<file path="src/rtl/ocwd_pkg.sv">
// Constants for the oscillator configuration word decoder.
// Assumes a single system clock and a synchronous, active-high reset.
package ocwd_pkg;

    // ------------------------------------------------------------
    // Register map
    // ------------------------------------------------------------
    localparam logic [3:0] ADDR_CONFIG_WORD = 4'h0;
    localparam logic [3:0] ADDR_DECODED = 4'h4;
    localparam logic [31:0] RESET_READ_DATA = 32'h0000_0000;
    localparam logic [31:0] RESERVED_ONES_MASK = 32'hffff_2828;

    // ------------------------------------------------------------
    // Field positions
    // ------------------------------------------------------------
    localparam int CKSM_MSB = 15;
    localparam int CKSM_LSB = 14;
    localparam int LSO_KIND_BIT = 12;
    localparam int CLKOUT_DIS_BIT = 10;
    localparam int MAIN_MODE_MSB = 9;
    localparam int MAIN_MODE_LSB = 8;
    localparam int TWO_SPEED_BIT = 7;
    localparam int LSO_EN_BIT = 6;
    localparam int PLL_REF_BIT = 4;
    localparam int SRC_MSB = 2;
    localparam int SRC_LSB = 0;

    // ------------------------------------------------------------
    // Encodings
    // ------------------------------------------------------------
    typedef enum logic [1:0] {
        MAIN_EXTERNAL_CLOCK = 2'h0,
        MAIN_STANDARD_CRYSTAL = 2'h1,
        MAIN_HIGH_SPEED_CRYSTAL = 2'h2,
        MAIN_OFF = 2'h3
    } ocwd_main_mode_t;

    typedef enum logic [2:0] {
        SRC_FAST_RC_DIV = 3'h0,
        SRC_PLL = 3'h1,
        SRC_MAIN_OSC = 3'h2,
        SRC_UNDEFINED = 3'h3,
        SRC_LOW_SPEED_OSC = 3'h4,
        SRC_LOW_POWER_RC = 3'h5
    } ocwd_clock_source_t;

endpackage : ocwd_pkg

</file>
<file path="src/rtl/ocwd_source_decode.sv">
// Reset clock source field decoder.
// Assumes the field is held stable by the caller.
`timescale 1ns/1ps
`default_nettype none
module ocwd_source_decode (
    // Raw field
    input wire logic [2:0] source_field,
    // Decoded choice
    output ocwd_pkg::ocwd_clock_source_t source_choice
);
    always_comb begin
        case (source_field)
            3'h0: source_choice = ocwd_pkg::SRC_FAST_RC_DIV;
            3'h1: source_choice = ocwd_pkg::SRC_PLL;
            3'h2: source_choice = ocwd_pkg::SRC_MAIN_OSC;
            3'h3: source_choice = ocwd_pkg::SRC_UNDEFINED;
            3'h4: source_choice = ocwd_pkg::SRC_LOW_SPEED_OSC;
            3'h5: source_choice = ocwd_pkg::SRC_LOW_POWER_RC;
            default: source_choice = ocwd_pkg::SRC_FAST_RC_DIV;
        endcase
    end
endmodule : ocwd_source_decode
`default_nettype wire

</file>
<file path="src/rtl/ocwd_top.sv">
// Oscillator configuration word decoder: captures the word during reset
// and presents the decoded oscillator settings as stable levels.
// Assumes the non-volatile word is valid on config_word while rst is high.
//
// The register offsets and the address-and-strobe port were decided locally.
`timescale 1ns/1ps
`default_nettype none
module ocwd_top (
    // Clock and reset
    input wire logic clk_sys,
    input wire logic rst,
    // Non-volatile configuration word
    input wire logic [31:0] config_word,
    // Register port
    input wire logic [3:0] reg_addr,
    input wire logic [31:0] reg_wdata,
    input wire logic reg_write,
    input wire logic reg_read,
    output logic [31:0] reg_rdata,
    // Decoded settings
    output logic clock_switch_enable,
    output logic fail_safe_monitor_enable,
    output logic low_speed_osc_crystal,
    output logic low_speed_osc_owns_pins,
    output logic sysclk_out_enable,
    output logic main_osc_enable,
    output ocwd_pkg::ocwd_main_mode_t main_osc_mode,
    output logic two_speed_startup_enable,
    output logic low_speed_osc_enable,
    output logic pll_ref_fast_rc,
    output ocwd_pkg::ocwd_clock_source_t reset_clock_source_choice,
    output logic source_undefined,
    output logic reserved_bits_error
);

    // ------------------------------------------------------------
    // State
    // ------------------------------------------------------------
    typedef struct packed {
        logic [31:0] word;
        logic [31:0] rdata;
        logic cksw;
        logic fscm;
        logic lso_xtal;
        logic clkout;
        logic main_en;
        ocwd_pkg::ocwd_main_mode_t mode;
        logic two_speed;
        logic lso_en;
        logic pll_frc;
        ocwd_pkg::ocwd_clock_source_t src;
        logic src_undef;
        logic resv_err;
    } ocwd_state_t;

    ocwd_state_t state;
    ocwd_state_t next_state;
    ocwd_pkg::ocwd_clock_source_t decoded_src;

    // Word seen by the decoder: live during reset, captured copy afterwards
    logic [31:0] word_view;
    assign word_view = rst ? config_word : state.word;

    ocwd_source_decode u_src (
        .source_field(word_view[ocwd_pkg::SRC_MSB:ocwd_pkg::SRC_LSB]),
        .source_choice(decoded_src)
    );

    function automatic logic [31:0] pack_decoded(input ocwd_state_t s);
        pack_decoded = 32'h0000_0000;
        pack_decoded[0] = s.cksw;
        pack_decoded[1] = s.fscm;
        pack_decoded[2] = s.lso_xtal;
        pack_decoded[3] = s.clkout;
        pack_decoded[4] = s.main_en;
        pack_decoded[6:5] = s.mode;
        pack_decoded[7] = s.two_speed;
        pack_decoded[8] = s.lso_en;
        pack_decoded[9] = s.pll_frc;
        pack_decoded[12:10] = s.src;
        pack_decoded[13] = s.src_undef;
        pack_decoded[14] = s.resv_err;
    endfunction : pack_decoded

    // ------------------------------------------------------------
    // Next state
    // ------------------------------------------------------------
    always_comb begin
        next_state = state;
        // Capture only while reset is asserted; settings freeze afterwards
        if (rst) begin
            next_state.word = config_word;
            next_state.cksw = word_view[ocwd_pkg::CKSM_LSB];
            next_state.fscm = word_view[ocwd_pkg::CKSM_MSB];
            next_state.lso_xtal = word_view[ocwd_pkg::LSO_KIND_BIT];
            next_state.clkout = ~word_view[ocwd_pkg::CLKOUT_DIS_BIT];
            next_state.mode = ocwd_pkg::ocwd_main_mode_t'(
                word_view[ocwd_pkg::MAIN_MODE_MSB:ocwd_pkg::MAIN_MODE_LSB]);
            next_state.main_en = (next_state.mode != ocwd_pkg::MAIN_OFF);
            next_state.two_speed = word_view[ocwd_pkg::TWO_SPEED_BIT];
            next_state.lso_en = word_view[ocwd_pkg::LSO_EN_BIT];
            next_state.pll_frc = word_view[ocwd_pkg::PLL_REF_BIT];
            next_state.src = decoded_src;
            next_state.src_undef = (decoded_src == ocwd_pkg::SRC_UNDEFINED);
            // Flags a badly programmed word; decoding still proceeds
            next_state.resv_err = ((word_view & ocwd_pkg::RESERVED_ONES_MASK)
                != ocwd_pkg::RESERVED_ONES_MASK);
            next_state.rdata = ocwd_pkg::RESET_READ_DATA;
        end else begin
            // Writes are ignored: every setting is read-only
            next_state.rdata = ocwd_pkg::RESET_READ_DATA;
            if (reg_read) begin
                if (reg_addr == ocwd_pkg::ADDR_CONFIG_WORD) begin
                    next_state.rdata = state.word;
                end else if (reg_addr == ocwd_pkg::ADDR_DECODED) begin
                    next_state.rdata = pack_decoded(state);
                end else begin
                    next_state.rdata = ocwd_pkg::RESET_READ_DATA;
                end
            end
        end
    end

    always_ff @(posedge clk_sys) begin
        state <= next_state;
    end

    // ------------------------------------------------------------
    // Outputs
    // ------------------------------------------------------------
    assign reg_rdata = state.rdata;
    assign clock_switch_enable = state.cksw;
    assign fail_safe_monitor_enable = state.fscm;
    assign low_speed_osc_crystal = state.lso_xtal;
    assign low_speed_osc_owns_pins = state.lso_xtal;
    assign sysclk_out_enable = state.clkout;
    assign main_osc_enable = state.main_en;
    assign main_osc_mode = state.mode;
    assign two_speed_startup_enable = state.two_speed;
    assign low_speed_osc_enable = state.lso_en;
    assign pll_ref_fast_rc = state.pll_frc;
    assign reset_clock_source_choice = state.src;
    assign source_undefined = state.src_undef;
    assign reserved_bits_error = state.resv_err;

    // Unused write path: data is accepted and dropped
    logic unused_write;
    assign unused_write = reg_write & (|reg_wdata);

endmodule : ocwd_top
`default_nettype wire

</file>
<file path="config.mk">
export PLATFORM = sky130hd
export DESIGN_NAME = ocwd_top
export DESIGN_NICKNAME = d
export VERILOG_FILES = /design/src/rtl/ocwd_pkg.sv /design/src/rtl/ocwd_source_decode.sv /design/src/rtl/ocwd_top.sv
export SDC_FILE = /design/constraint.sdc
export NUM_CORES = 1
export LEC_CHECK = 0
export ABC_AREA = 1
export BUFFER_PORTS_ARGS = -buffer_cell sky130_fd_sc_hd__buf_2
export CAP_MARGIN = 25
export CORE_UTILIZATION = 50
export DETAILED_ROUTE_END_ITERATION = 12
export GPL_ROUTABILITY_DRIVEN = 0
export PLACE_DENSITY = 0.85
export REMOVE_ABC_BUFFERS = 1
export SLEW_MARGIN = 25
export SYNTH_ARGS = -nofsm -noshare
export SYNTH_HDL_FRONTEND = slang
export SYNTH_HIERARCHICAL = 1
export SYNTH_SLANG_ARGS = --single-unit
</file>
<file path="constraint.sdc">
create_clock -name clk_sys -period 3.2 [get_ports clk_sys]
set_clock_uncertainty 0.2 [all_clocks]
set_input_delay 0.48 -clock clk_sys [delete_from_list [all_inputs] [get_ports clk_sys]]
set_output_delay 0.48 -clock clk_sys [all_outputs]
set_load 0.05 [all_outputs]
</file>
==> metrics.yaml <==
outcome: "completed"
ys_warn_count: 6
final_common_cell: "buf_2"
hpwlAfterDp_um: 3387
n_antenna_cell: 0
post_cts_buffers: 0
final_cell_mix: "buf_2, inv_1, dfxtp_1"
first_iter_violations: 36
period_share: 0.6782
crit_type: "in2reg"
stdcell_count: 454
start_util: 0.5232
tightest_slew_ns: 0.8574
drive_gt1_frac: 0.2775
vias: 2010
io_buffers: 86
slew_headroom: 0.4284
ys_seq_elements: 79
final_util: 0.5998
first_pass_iters: 4
synthToLayoutAreaGrowth_pct: 14.63
setup_violations: 0
rsz0062_at_grt: "false"
grt_pass1_wl_um: 7548
wl_per_cell_um: 10.78
pwr_density_cell_nw_per_um2: 643.7
grt.total_usage: 0.1667
dieHeight_um: 78.38
dp.cells: 438
path_clk_slew_ns: 0.07
syn_area_per_cell_um2: 8.974
dpl-instance-area_um2: 3107
rows: 27
h-tree-depth: 3
power.leakage_nw: 1.775
synth_edf_count: 15
clk_latency_ns: 0.34
worstPathCellList: "buf_2, buf_4, nand2_1, o21ai_0, inv_1, nor2_1, nor2_1"
holdBufCountCts: 0
layout.nets: 449
postRouteAntennaNets: 0
wl_um: 4892
worstSetupStartpointType: "primary input"
grt_max_degree: 54
required_ns: 3.09
tns_ns: 0
end_kind: "flop"
design.die.area_um2: 6143
grt_pass1_vias: 1745
crit_family: "buffers and inverters"
vdd_drop_max_mv: 0.4151
clk_path_buf_depth: 2
cts.repair.resized: 0
post_drt_via_cell_ratio: 4.427
grt_antenna_before_repair: 0
drcViolationCount: 0
hold_violations: 0
syn_inst: 325
root_buffer: "clkbuf_8"
slowest_delay_ns: 0.65
cts_tree: "done"
fmaxAchievable_mhz: 460.7
yosysUniqueCellTypes: 18
syn_area_um2: 2917
power_mw: 2.152
min_path_type: "in2reg"
fin_crit_ns: 2.170
worst_path_max_delay_cell: "buf_2"
synth_flop_cell: "dfxtp_1"
arrival_ns: 2.06
cp_common_cell: "nor2_1"
ioPinCount: 120
maxSlewViolCount: 0
drv_cap: 0
numCtsBuffers: 9
path_buf_inv: 3
cts.sink_count: 79
grt-ovfl-total: 0
synth_seq_area_share: 0.5937
fillCellCount: 510
holdWs_ns: 0.1629
pre_cts_ws_ns: 0.7150
fin_area_um2: 3343
fin_ws_ns: 1.030
dieWidth_um: 78.38
crit_fanout: 53
async_flop_share: 0
coreArea_um2: 5574
## worst paths after layout
path	startpoint	end	slack, ns	cells past startpoint
worst min-delay path	config_word[20]	state[67]	0.16	3
worst max register to register	state[48]	source_undefined	1.73	6
worst max-delay path	rst	source_undefined	1.03	7
worst min register to register	state[78]	reg_rdata[31]	0.22	2
## layout make-up
cell class | count | area, um^2 | share of cell area
clock buffer | 10 | 127.6 | 0.03817
clock inverter | 6 | 108.9 | 0.03256
timing repair buffer | 89 | 452.9 | 0.1355
sequential | 79 | 1732 | 0.5180
inverter | 68 | 255.2 | 0.07635
multi-input combinational | 130 | 576.8 | 0.1725
tap | 72 | 90.09 | 0.02695
## cell families (layout without fill, tap and decap cells)
group / count (synthesis) / after routing / share of synthesized area
buffers and inverters: 116 / 173 / 0.2085
AOI/OAI and AO/OA: 41 / 41 / 0.07679
DFF: 79 / 79 / 0.5937
and+or+nand+nor: 89 / 89 / 0.1210
## metal layers
layer,up-vias,part of all wire,track usage,wire [um]
li1,1046,-,-,-
met1,890,0.46,0.1980,2257
met2,62,0.45,0.2632,2217
met3,12,0.060,0.04535,293
met4,0,0.025,0.1130,123
met5,-,0,0,0
## flip-flops by register name (all words and copies together), names as in the netlist, 2 cells and up
signal                     count
state                         32
reg_rdata                     32
main_osc_mode                  2
reset_clock_source_choice      3
## Yosys cell counts (2+ instances only)
master / instances / area (um^2)
o21ai_1: 2 / 10.01
dfxtp_1: 64 / 1281
buf_6: 3 / 33.78
nand2_1: 55 / 206.5
o21ai_0: 23 / 115.1
inv_1: 68 / 255.2
edfxtp_1: 15 / 450.4
o22ai_1: 15 / 93.84
buf_2: 6 / 30.03
nor2_1: 29 / 108.9
buf_4: 38 / 285.3
## power breakdown
| part | internal, mW | total (mW) | switching, mW |
|---|---|---|---|
| Combinational | 0.0587 | 0.201 | 0.142 |
| Sequential | 1.07 | 1.09 | 0.0208 |
| Clock | 0.517 | 0.859 | 0.342 |
## worst min-delay path: cells and delay by family
kind | cells | cell delay (ns)
and+or+nand+nor | 2 | 0.11
buffers and inverters | 1 | 0.07
(Power assumes the default switching activity.)
